$ cat src/inc/fan_alert_pkg.sv
package fan_alert_pkg;

    // Register byte addresses
    localparam logic [7:0] MASK1_ADDR = 8'h74;
    localparam logic [7:0] MASK2_ADDR = 8'h75;
    localparam logic [7:0] VLOW_ADDR  = 8'h76;
    localparam logic [7:0] TLOW_ADDR  = 8'h77;
    localparam logic [7:0] CFG3_ADDR  = 8'h78;

    // Reset values
    localparam logic [7:0] MASK1_RST = 8'h00;
    localparam logic [7:0] MASK2_RST = 8'h00;
    localparam logic [7:0] CFG3_RST  = 8'h00;

    // Writable bits; others read zero
    localparam logic [7:0] MASK1_WR = 8'hF6;
    localparam logic [7:0] MASK2_WR = 8'hFC;

    // Measurement mask bits that gate alerts
    localparam logic [7:0] MASK1_CHAN = 8'h76;
    // Secondary status bits that can alert
    localparam logic [7:0] STAT2_USED = 8'hFE;

    // Field positions
    localparam int SUPPRESS_SEC_BIT = 7;
    localparam int FAN4_TIMER_BIT   = 5;
    localparam int ALERT_EN_BIT     = 0;
    localparam int THERMAL_ALARM_PIN_EN_BIT     = 1;
    localparam int BOOST_BIT        = 2;
    localparam int FAST_BIT         = 3;
    localparam int DC_LSB           = 4;

    // Pin-function code that puts the thermal alarm on the pin
    localparam logic [1:0] THERMAL_ALARM_PIN_FUNC_SEL = 2'h1;
    // Direction field code that makes the thermal pin an input
    localparam logic [2:0] THERMAL_ALARM_PIN_DIR_IN   = 3'h0;

    // Timing
    localparam longint CLK_KHZ  = 50000;
    localparam longint TICK_US  = 22760;
    localparam longint SLOW_MS  = 1000;
    localparam longint FAST_MS  = 250;
    localparam longint TICK_CYC = TICK_US * CLK_KHZ / 1000;
    localparam longint SLOW_CYC = SLOW_MS * CLK_KHZ;
    localparam longint FAST_CYC = FAST_MS * CLK_KHZ;

    // Readings held for low-bit registers
    localparam int NUM_READ = 5;
    localparam int NUM_VOLT = 2;

endpackage : fan_alert_pkg

$ cat src/design/alert_mask_and_fan_config_regs.sv
module alert_mask_and_fan_config_regs #(
    parameter longint TICK_CYCLES = fan_alert_pkg::TICK_CYC,
    parameter longint SLOW_CYCLES = fan_alert_pkg::SLOW_CYC,
    parameter longint FAST_CYCLES = fan_alert_pkg::FAST_CYC
) (
    // Clock and reset
    input  wire logic        ref_clk,
    input  wire logic        sys_rst,
    // Register port
    input  wire logic [7:0]  reg_addr,
    input  wire logic [7:0]  reg_wdata,
    input  wire logic        reg_wr,
    input  wire logic        reg_rd,
    output logic      [7:0]  reg_rdata,
    // Status from the status registers
    input  wire logic [7:0]  status1,
    input  wire logic [7:0]  status2,
    input  wire logic        timer_flag_clear,
    output logic             timer_flag,
    // Settings held in other registers
    input  wire logic        lock_bit,
    input  wire logic [1:0]  shared_pin_function_select,
    input  wire logic [2:0]  thermal_alarm_pin_dir_sel,
    input  wire logic [7:0]  thermal_alarm_pin_limit,
    // Live 10-bit readings: core, main, remote1, local, remote2
    input  wire logic [49:0] reading_live,
    input  wire logic [4:0]  high_byte_read,
    output logic      [39:0] reading_high,
    // Thermal alarm pin, active low
    input  wire logic        thermal_alarm_pin_in,
    input  wire logic        overtemp_trip,
    output logic             thermal_alarm_pin_out,
    output logic             thermal_alarm_pin_oe,
    output logic      [7:0]  thermal_alarm_pin_time,
    // Shared PWM2 / alert pin
    input  wire logic        pwm2_drive,
    output logic             pwm2_pin_out,
    output logic             alert_n,
    // Fan control outputs
    output logic             fans_full_speed,
    output logic             tach_measure_strobe,
    output logic      [3:0]  continuous_tach,
    output logic      [3:0]  stretch_disable
);

    ////////////////////////////////////////////////////////////////
    // Registers and decode

    logic [7:0]  mask1_q;      // Measurement alert masks
    logic [7:0]  mask2_q;      // Fault alert masks
    logic [7:0]  cfg3_q;       // Pin and tach config
    logic [9:0]  snap_q [5];   // Held readings
    logic [4:0]  pend_q;       // Highs still to be read
    logic [7:0]  vlow;         // Voltage low-bit view
    logic [7:0]  tlow;         // Temperature low-bit view
    logic        frz_v;        // Voltage group frozen
    logic        frz_t;        // Temperature group frozen
    logic        rd_v;         // Voltage low-bit read
    logic        rd_t;         // Temperature low-bit read

    assign rd_v = reg_rd && (reg_addr == fan_alert_pkg::VLOW_ADDR);
    assign rd_t = reg_rd && (reg_addr == fan_alert_pkg::TLOW_ADDR);

    // Mask registers
    always_ff @(posedge ref_clk)
    begin
        if (sys_rst)
        begin
            mask1_q <= fan_alert_pkg::MASK1_RST;
            mask2_q <= fan_alert_pkg::MASK2_RST;
        end
        else if (reg_wr && reg_addr == fan_alert_pkg::MASK1_ADDR)
        begin
            mask1_q <= reg_wdata & fan_alert_pkg::MASK1_WR;
        end
        else if (reg_wr && reg_addr == fan_alert_pkg::MASK2_ADDR)
        begin
            // Overtemp mask bit stays read-only
            mask2_q <= reg_wdata & fan_alert_pkg::MASK2_WR;
        end
    end

    // Config three
    always_ff @(posedge ref_clk)
    begin
        if (sys_rst)
        begin
            cfg3_q <= fan_alert_pkg::CFG3_RST;
        end
        else if (reg_wr && reg_addr == fan_alert_pkg::CFG3_ADDR && !lock_bit)
        begin
            cfg3_q <= reg_wdata;
        end
    end

    ////////////////////////////////////////////////////////////////
    // Coherent readings

    assign frz_v = |pend_q[fan_alert_pkg::NUM_VOLT-1:0];
    assign frz_t = |pend_q[fan_alert_pkg::NUM_READ-1:fan_alert_pkg::NUM_VOLT];

    genvar gi;
    generate
        for (gi = 0; gi < fan_alert_pkg::NUM_READ; gi++)
        begin : g_read
            localparam bit IS_V = (gi < fan_alert_pkg::NUM_VOLT);
            logic grp_rd;      // Low-bit read of this group
            logic grp_frz;     // This group frozen
            assign grp_rd  = IS_V ? rd_v : rd_t;
            assign grp_frz = IS_V ? frz_v : frz_t;

            always_ff @(posedge ref_clk)
            begin
                if (sys_rst)
                begin
                    snap_q[gi] <= 10'h000;
                end
                else if (!grp_frz && !grp_rd)
                begin
                    snap_q[gi] <= reading_live[gi*10 +: 10];
                end
            end

            always_ff @(posedge ref_clk)
            begin
                if (sys_rst)
                begin
                    pend_q[gi] <= 1'b0;
                end
                else if (grp_rd)
                begin
                    pend_q[gi] <= 1'b1;
                end
                else if (high_byte_read[gi])
                begin
                    pend_q[gi] <= 1'b0;
                end
            end

            // High bytes taken from the same snapshot
            always_ff @(posedge ref_clk)
            begin
                if (sys_rst)
                begin
                    reading_high[gi*8 +: 8] <= 8'h00;
                end
                else
                begin
                    reading_high[gi*8 +: 8] <= snap_q[gi][9:2];
                end
            end
        end
    endgenerate

    assign vlow = {2'h0, snap_q[1][1:0], snap_q[0][1:0], 2'h0};
    assign tlow = {snap_q[4][1:0], snap_q[3][1:0], snap_q[2][1:0], 2'h0};

    // Read data, one cycle after the strobe
    always_ff @(posedge ref_clk)
    begin
        if (sys_rst)
        begin
            reg_rdata <= 8'h00;
        end
        else if (reg_rd)
        begin
            if (reg_addr == fan_alert_pkg::MASK1_ADDR)
            begin
                reg_rdata <= mask1_q;
            end
            else if (reg_addr == fan_alert_pkg::MASK2_ADDR)
            begin
                reg_rdata <= mask2_q;
            end
            else if (reg_addr == fan_alert_pkg::VLOW_ADDR)
            begin
                reg_rdata <= vlow;
            end
            else if (reg_addr == fan_alert_pkg::TLOW_ADDR)
            begin
                reg_rdata <= tlow;
            end
            else if (reg_addr == fan_alert_pkg::CFG3_ADDR)
            begin
                reg_rdata <= cfg3_q;
            end
            else
            begin
                // Unmapped reads zero
                reg_rdata <= 8'h00;
            end
        end
        else
        begin
            reg_rdata <= 8'h00;
        end
    end

    ////////////////////////////////////////////////////////////////
    // Thermal alarm pin

    logic [2:0] th_sync_q;     // Pin synchroniser
    logic       th_lvl_q;      // Filtered pin level
    logic       th_func;       // Thermal function active
    logic       th_is_in;      // Pin used as input
    logic       th_asserted;   // Input asserted

    assign th_func = cfg3_q[fan_alert_pkg::THERMAL_ALARM_PIN_EN_BIT]
                  && shared_pin_function_select == fan_alert_pkg::THERMAL_ALARM_PIN_FUNC_SEL;
    assign th_is_in    = th_func && thermal_alarm_pin_dir_sel == fan_alert_pkg::THERMAL_ALARM_PIN_DIR_IN;
    assign th_asserted = th_is_in && !th_lvl_q;

    // Three-stage sampling of the pin
    always_ff @(posedge ref_clk)
    begin
        if (sys_rst)
        begin
            th_sync_q <= 3'h7;
            th_lvl_q  <= 1'b1;
        end
        else
        begin
            th_sync_q <= {th_sync_q[1:0], thermal_alarm_pin_in};
            if (th_sync_q[1] == th_sync_q[2])
            begin
                th_lvl_q <= th_sync_q[2];
            end
        end
    end

    // Drive low on overtemp when an output
    always_ff @(posedge ref_clk)
    begin
        if (sys_rst)
        begin
            thermal_alarm_pin_out <= 1'b1;
            thermal_alarm_pin_oe  <= 1'b0;
        end
        else
        begin
            thermal_alarm_pin_out <= 1'b0;
            thermal_alarm_pin_oe  <= th_func && !th_is_in && overtemp_trip;
        end
    end

    // boost runs fans at full duty while the thermal input is asserted
    always_ff @(posedge ref_clk)
    begin
        if (sys_rst)
        begin
            fans_full_speed <= 1'b0;
        end
        else
        begin
            fans_full_speed <= th_asserted && cfg3_q[fan_alert_pkg::BOOST_BIT];
        end
    end

    ////////////////////////////////////////////////////////////////
    // Assertion timer

    logic [31:0] tick_cnt_q;   // Resolution prescaler
    logic        over_q;       // Limit already passed
    logic        over_now;     // Limit reached

    assign over_now = th_asserted && (thermal_alarm_pin_time >= thermal_alarm_pin_limit);

    always_ff @(posedge ref_clk)
    begin
        if (sys_rst || !th_asserted)
        begin
            tick_cnt_q <= 32'h0;
            thermal_alarm_pin_time <= 8'h00;
        end
        else if (tick_cnt_q == 32'(TICK_CYCLES - 1))
        begin
            tick_cnt_q <= 32'h0;
            if (thermal_alarm_pin_time != 8'hFF)
            begin
                thermal_alarm_pin_time <= thermal_alarm_pin_time + 8'h01;
            end
        end
        else
        begin
            tick_cnt_q <= tick_cnt_q + 32'h1;
        end
    end

    // sticky timer event, set beats clear
    always_ff @(posedge ref_clk)
    begin
        if (sys_rst)
        begin
            over_q     <= 1'b0;
            timer_flag <= 1'b0;
        end
        else
        begin
            over_q <= over_now;
            if (over_now && !over_q)
            begin
                timer_flag <= 1'b1;
            end
            else if (timer_flag_clear)
            begin
                timer_flag <= 1'b0;
            end
        end
    end

    ////////////////////////////////////////////////////////////////
    // Alert

    logic [7:0] st2;           // Secondary status seen
    logic       hit1;          // Unmasked measurement alert
    logic       hit2;          // Secondary alert

    // bit 5 is fan 4 or timer event
    assign st2 = th_func ? {status2[7:6], timer_flag, status2[4:0]} : status2;
    assign hit1 = |(status1 & ~mask1_q & fan_alert_pkg::MASK1_CHAN);
    assign hit2 = |(st2 & fan_alert_pkg::STAT2_USED
                  & (~mask2_q | {8{~mask1_q[fan_alert_pkg::SUPPRESS_SEC_BIT]}}));

    always_ff @(posedge ref_clk)
    begin
        if (sys_rst)
        begin
            alert_n <= 1'b1;
        end
        else
        begin
            alert_n <= !(hit1 || hit2);
        end
    end

    always_ff @(posedge ref_clk)
    begin
        if (sys_rst)
        begin
            pwm2_pin_out <= 1'b0;
        end
        else if (cfg3_q[fan_alert_pkg::ALERT_EN_BIT])
        begin
            pwm2_pin_out <= !(hit1 || hit2);
        end
        else
        begin
            pwm2_pin_out <= pwm2_drive;
        end
    end

    ////////////////////////////////////////////////////////////////
    // Tachometer timing

    logic [31:0] rate_cnt_q;   // Measurement interval count
    logic [31:0] rate_end;     // Interval length

    assign rate_end = cfg3_q[fan_alert_pkg::FAST_BIT] ? 32'(FAST_CYCLES - 1)
                                                      : 32'(SLOW_CYCLES - 1);

    // Measurement strobe
    always_ff @(posedge ref_clk)
    begin
        if (sys_rst)
        begin
            rate_cnt_q          <= 32'h0;
            tach_measure_strobe <= 1'b0;
        end
        else if (rate_cnt_q >= rate_end)
        begin
            rate_cnt_q          <= 32'h0;
            tach_measure_strobe <= 1'b1;
        end
        else
        begin
            rate_cnt_q          <= rate_cnt_q + 32'h1;
            tach_measure_strobe <= 1'b0;
        end
    end

    always_ff @(posedge ref_clk)
    begin
        if (sys_rst)
        begin
            continuous_tach <= 4'h0;
            stretch_disable <= 4'h0;
        end
        else
        begin
            continuous_tach <= cfg3_q[fan_alert_pkg::DC_LSB +: 4];
            stretch_disable <= cfg3_q[fan_alert_pkg::DC_LSB +: 4];
        end
    end

endmodule : alert_mask_and_fan_config_regs

$ cat config.mk
export PLATFORM = sky130hd
export DESIGN_NAME = alert_mask_and_fan_config_regs
export DESIGN_NICKNAME = d
export VERILOG_FILES = /design/src/inc/fan_alert_pkg.sv /design/src/design/alert_mask_and_fan_config_regs.sv
export SDC_FILE = /design/constraint.sdc
export NUM_CORES = 1
export LEC_CHECK = 0
export BUFFER_PORTS_ARGS = -buffer_cell sky130_fd_sc_hd__buf_2
export CELL_PAD_IN_SITES_DETAIL_PLACEMENT = 1
export CELL_PAD_IN_SITES_GLOBAL_PLACEMENT = 1
export CORE_MARGIN = 2
export CORE_UTILIZATION = 45
export DETAILED_ROUTE_END_ITERATION = 6
export PLACE_DENSITY = 0.92
export SLEW_MARGIN = 10
export SYNTH_ARGS = -nofsm -noshare
export SYNTH_HDL_FRONTEND = slang
export SYNTH_SLANG_ARGS = --single-unit
$ cat constraint.sdc
create_clock -name ref_clk -period 6.1 [get_ports ref_clk]
set_input_delay 0.61 -clock ref_clk [delete_from_list [all_inputs] [get_ports ref_clk]]
set_output_delay 0.61 -clock ref_clk [all_outputs]
set_load 0.02 [all_outputs]
[Yosys cells after proc, flatten, opt, wreduce, memory -nomap -nowiden]
Memory sizes are Yosys's and may differ from the RTL's.
Cells that the tools add are included.
Widths: inputs -> output; s select.
Storage, ports and cells
  output and inout bits: 71
  logic and storage cells: 139
  memory bits (read-only): 0
  register bits after elaboration: 161
  input port bits: 109
  memories kept: 1
  latch bits: 0
  bits in writable memories: 50
Memories
  snap_q: words 5, bits a word 10, read ports 5, clocked after Yosys merged registers in 0, write ports 5, line alert_mask_and_fan_config_regs.sv:52  | logic [9:0] snap_q [5];
Cells by class
  $lt $le $gt $ge: 2
  bitwise operators: 14
  shift-type cells: 0
  multipliers: 0
  $add $sub $neg: 3
  div/mod/pow operators: 0
  eq/ne operators: 9
  multiplexer cells: 34
  reduce and logical (&&, ||, !) cells: 46
Operators with widths (number)
  $add 32x1->32 const B: 2
  $mux 10: 5
  $eq 8x7->1 const B: 5
  $mux 8: 5
  $eq 32x21->1 const B: 1
  $ge 32x26->1: 1
  $mux 26: 1
  $mux 1: 22
  $logic_and 1x1->1: 16
  $reduce_bool 2->1: 6
  $logic_not 1->1: 10
  $add 8x1->8 const B: 1
  $and 8x8->8: 1
  $ge 8x8->1: 1
  $ne 8x8->1 const B: 1
  $not 8->8: 1
  $or 8x8->8: 1
  $reduce_or 2->1: 4
  $reduce_or 8->1: 1
  $and 7x7->7: 1
  $not 7->7: 1
  $reduce_or 7->1: 1
  $mux 6: 1
  $reduce_or 3->1: 2
  8 further kinds: 17

[Logic depth before layout (Yosys ltp)]
  depth in word-level cells: 8
  depth in mapped cells: 8

[Least setup slack after synthesis]
No wires, ideal clock.
  path kind: input to register
  start point: input reg_addr[7]
  end point: memory snap_q[0][0], enable pin
  setup time: 0.428 ns
  slack: 2.957 ns
  cell stages on the path: 5
  arrival: 2.715 ns
  cell sequence: nand4b_1 -> or2_2 -> clkbuf_1 -> nor3_1 -> o31ai_1
RTL lines
  start: declaration: line alert_mask_and_fan_config_regs.sv:10  | input wire logic [7:0] reg_addr,
  end: declaration: line alert_mask_and_fan_config_regs.sv:52

[Final worst setup path]
  start point: register tick_cnt_q[25]
  end point: register tick_cnt_q[20]
Between the ends
  longest elaborated chain between the ends: 2
RTL lines
  start: declaration: line alert_mask_and_fan_config_regs.sv:262  | logic [31:0] tick_cnt_q;
  start signal: assignment: line alert_mask_and_fan_config_regs.sv:285  | tick_cnt_q <= tick_cnt_q + 32'h1;
  $eq 32x21->1: line alert_mask_and_fan_config_regs.sv:275  | else if (tick_cnt_q == 32'(TICK_CYCLES - 1))
  $reduce_or 2->1 (no line)
Every way passes these cells.
A chain may end at the register's enable or synchronous reset.

==> results.md <==
- Setup repair after global routing left no endpoint under its margin.
- The number of setup buffers added after CTS is 0.
- For this design the ratio of total power to cell area is 291 nW/µm².
- The nature of the critical path startpoint is a flip-flop.
- The accumulated negative setup slack is 0 ns.
- The number of H-tree branching levels is 1.
- The setup clock skew after layout is 0.0257 ns.
- Static timing analysis puts the maximum clock frequency at between 300 and 400 MHz.
- The number of nets in the layout is between 1,000 and 1,500.
- The classification of the worst-slack hold path is in -> reg.
- For this design, the CTS-stage hold fixing added 0 buffers.
- The clock buffer count from CTS is 23.
- The prevailing post-synth register cell is dfxtp_1.
- Summed over all cells, the static leakage comes to 4.26 nW.
- The count of port buffers added during placement is roughly 180.
- The measured slew at the worst slew-check pin is around 1.2 ns.
- Setup slack closes at 3.24 ns.
- The vias after detailed routing is 6,761.
- The starting utilization of the core area is 0.457.
- The detail-routed via count per cell is approximately 5.4.
- The minimum setup slack after placement is between 3 and 4 ns.
- The number of slew-limit violations in the final report came to 0.
- Clock tree synthesis found a total of between 200 and 250 sinks.
- The final clock period utilization by the worst path is 0.469.
- The setup violation total in the final timing report is 0.
- For the worst setup path, the data required time is roughly 6.4 ns.
- The total of warnings raised by yosys is 0.
- A synthesized cell averages just over 10 µm².
- The global-route usage over all layers is 0.230.
- The flow ran to the end, and the final reports show no timing, DRC or antenna violations.
- The critical path endpoint category is a flip-flop.
- Wires add up to roughly 24,000 µm.
- The number of different library cells in the post-synthesis netlist is a little over 50.
- The initial antenna violation count is 6.
- The post-layout instance count excluding filler cells is about 1,300.
- The share of flip-flops with an asynchronous set or reset after synthesis is 0.
- The wire-length estimate of the detail-placed layout is 16,200 µm.
- Counting both buffers and inverters, the worst setup path holds a total of 0.
- Walking the worst path, the cells encountered are or4_1 > or3_4 > nor4b_4 > or2_1 > nor2_1.
- The number of placed instances, taps included, is about 1,200.
- For the finished layout, the period the worst path requires is between 2 and 3 ns.
- The cell chosen for the clock root is clkbuf_16.
- The share of the yosys chip area belonging to registers is 0.556.
- The slowest stage of the critical path is the or2_1 cell.
- The family with the most delay on the worst path is simple AND/OR/NAND/NOR gates.
- The largest incremental delay on the critical path is slightly below 0.9 ns.
- The standard-cell row count is 50.
- In this run the tightest slew margin relative to its limit is 0.186.
- The wire length of the first global-routing pass is between 30,000 and 40,000 µm.
- The type of the worst setup path is reg -> reg.
- The share of total power dissipated in sequential elements is 0.490.
- In this run, synthesis produced a sequential element count of around 210.
- TritonCTS built the clock tree.
- The number of max-cap violations is 0.
- During I/O placement, the number of pins put on the boundary was 180.
- The design internal power is around 2.4 mW.
- In the layout the commonest cells are 175 x buf_2, 161 x dfxtp_1, 109 x nor2_1.
- For this run, design rule violations remaining after detail routing come to 0.
- The floorplan core area is around 19,000 µm².
- Before antenna repair, the detailed router went through 5 iterations.
- Clock-pin slew was measured on the worst setup and hold paths at around 0.06 ns.
- For this design the total switching power over the nets is about 0.64 mW.
- The remaining global-route overflow is 0.
- The share of cells above drive strength 1 is 0.220.
- The endpoint arrival time on the critical path is around 3.2 ns.
- From left edge to right edge, the die measures around 140 µm.
- The clock insertion delay at the later pin of the skew report is 0.51 ns.
- Counting along the longest clock path gives a buffer depth of 3.
- The biggest fanout along the worst timing path is 32.
- In the synthesized netlist, the number of instances is between 800 and 900.
- The detailed router finished its first iteration with ~370 violations.
- Of the total power, the clock network draws 0.466.
- The mapped netlist covers roughly 8500 µm².
- The number of global-route vias before repair is roughly 7,000.
- The global placement routability congestion is around 0.83.
- The most common cell after layout, fill and taps aside is buf_2.
- The die height is roughly 140 µm.
- The filler cells instantiated in the layout total between 2,000 and 2,500.
- Yosys mapped a number of flops with a built-in enable equal to 50.
- The share of power burned in combinational logic is 0.044.
- Dividing the detail-routed wire length by the instance count gives 18.8 µm.
- In this run the remaining antenna-violating nets after routing total 0.
- The floorplan die area is ~20,000 µm².
- The number of resized instances in the post-cts repair step is 0.
- The number of hold violations in the final report is 0.
- The area growth from synthesis to layout is 21.9%.
- Of the total power, the share spent switching nets is 0.212.
- The largest net degree at the start of global routing is a little under 80.
- The highest ir drop seen on vdd is roughly 0.00029 V.
[Yosys cell counts, types with 20 or more instances]
| master | n | share of area |
|---|---|---|
| a21oi_1 | 24 | 0.014 |
| and2_1 | 51 | 0.038 |
| clkbuf_1 | 23 | 0.010 |
| dfxtp_1 | 161 | 0.38 |
| edfxtp_1 | 50 | 0.18 |
| inv_1 | 21 | 0.0093 |
| mux2i_1 | 27 | 0.032 |
| nand2_1 | 44 | 0.019 |
| nand3_1 | 29 | 0.017 |
| nand4_1 | 20 | 0.015 |
| nor2_1 | 109 | 0.048 |
| nor2b_1 | 52 | 0.038 |
| nor3_1 | 25 | 0.015 |
| xnor2_1 | 23 | 0.024 |
| xor2_1 | 32 | 0.033 |
[area by class of cell]
class                      instances  area [µm²]  area share
antenna                            6        15.0     0.00145
clock buffer                      36         717      0.0693
clock inverter                     5        57.6     0.00556
inverter                          21        78.8     0.00761
multi-input combinational        569        3550       0.343
sequential                       211        4720       0.456
tap                              234         293      0.0283
timing repair buffer             180         913      0.0882
[path summary, 6_finish.rpt]
| path | slack (ns) | from | cells after the start | endpoint |
|---|---|---|---|---|
| max | 3.24 | tick_cnt_q[25] | 5 | tick_cnt_q[20] |
| min reg2reg | 0.41 | over_q | 1 | timer_flag |
| max reg2reg | 3.24 | tick_cnt_q[25] | 5 | tick_cnt_q[20] |
| min | 0.32 | overtemp_trip | 3 | thermal_alarm_pin_oe |
[power by group through the flow]
| stage | Clock (mW) | Sequential (mW) | Combinational, mW |
|---|---|---|---|
| 2_1_floorplan | 0 | 1.52 | 0.0481 |
| 3_3_place_gp | 0 | 1.50 | 0.122 |
| 3_5_place_dp | 0 | 1.50 | 0.129 |
| 4_1_cts | 1.43 | 1.47 | 0.133 |
| 5_1_grt | 1.48 | 1.48 | 0.144 |
| 6_report | 1.40 | 1.47 | 0.133 |
[registers in the layout, indices dropped and copies added, names as in the netlist, 3 cells and up]
name,cells
tick_cnt_q,32
cfg3_q,8
mask2_q,6
snap_q,50
rate_cnt_q,32
stretch_disable,4
reading_high,40
th_sync_q,3
pend_q,5
thermal_alarm_pin_time,8
mask1_q,6
reg_rdata,8
[through the flow]
stage	instance area (µm²)	hold WS (ns)	utilization	power [mW]
after global routing	10400	0.321	0.557	3.10
after detailed placement	9560	0.396	0.515	1.63
final	10400	0.320	0.557	3.01
after CTS	10300	0.301	0.556	3.04
after floorplan	8510	0.389	-	1.56
after global placement	9560	0.394	0.515	1.62
[cell families (layout without fill, tap and decap cells)]
logic type | after synthesis | count (layout) | share of synthesized area
other cells | 1 | 11 | 0.000442
mux | 27 | 27 | 0.0318
buf+inv | 54 | 242 | 0.0293
simple gates | 402 | 402 | 0.252
fa+ha+maj | 19 | 19 | 0.0280
flops | 211 | 211 | 0.556
xor+xnor | 55 | 55 | 0.0567
compound gates | 61 | 61 | 0.0458
[worst min-delay path: stages]
cell and delay, ns:
buf_2 0.09, nand2_1 0.04, nor3_1 0.04
[metal layers]
metal	global-route usage	routed length [µm]	vias up
met5	0	0	-
met4	0.108	1110	0
met3	0.0354	1050	64
met2	0.418	12400	208
met1	0.265	9120	3285
li1	-	-	3204
Note: power is estimated with default switching activity, not from simulation.
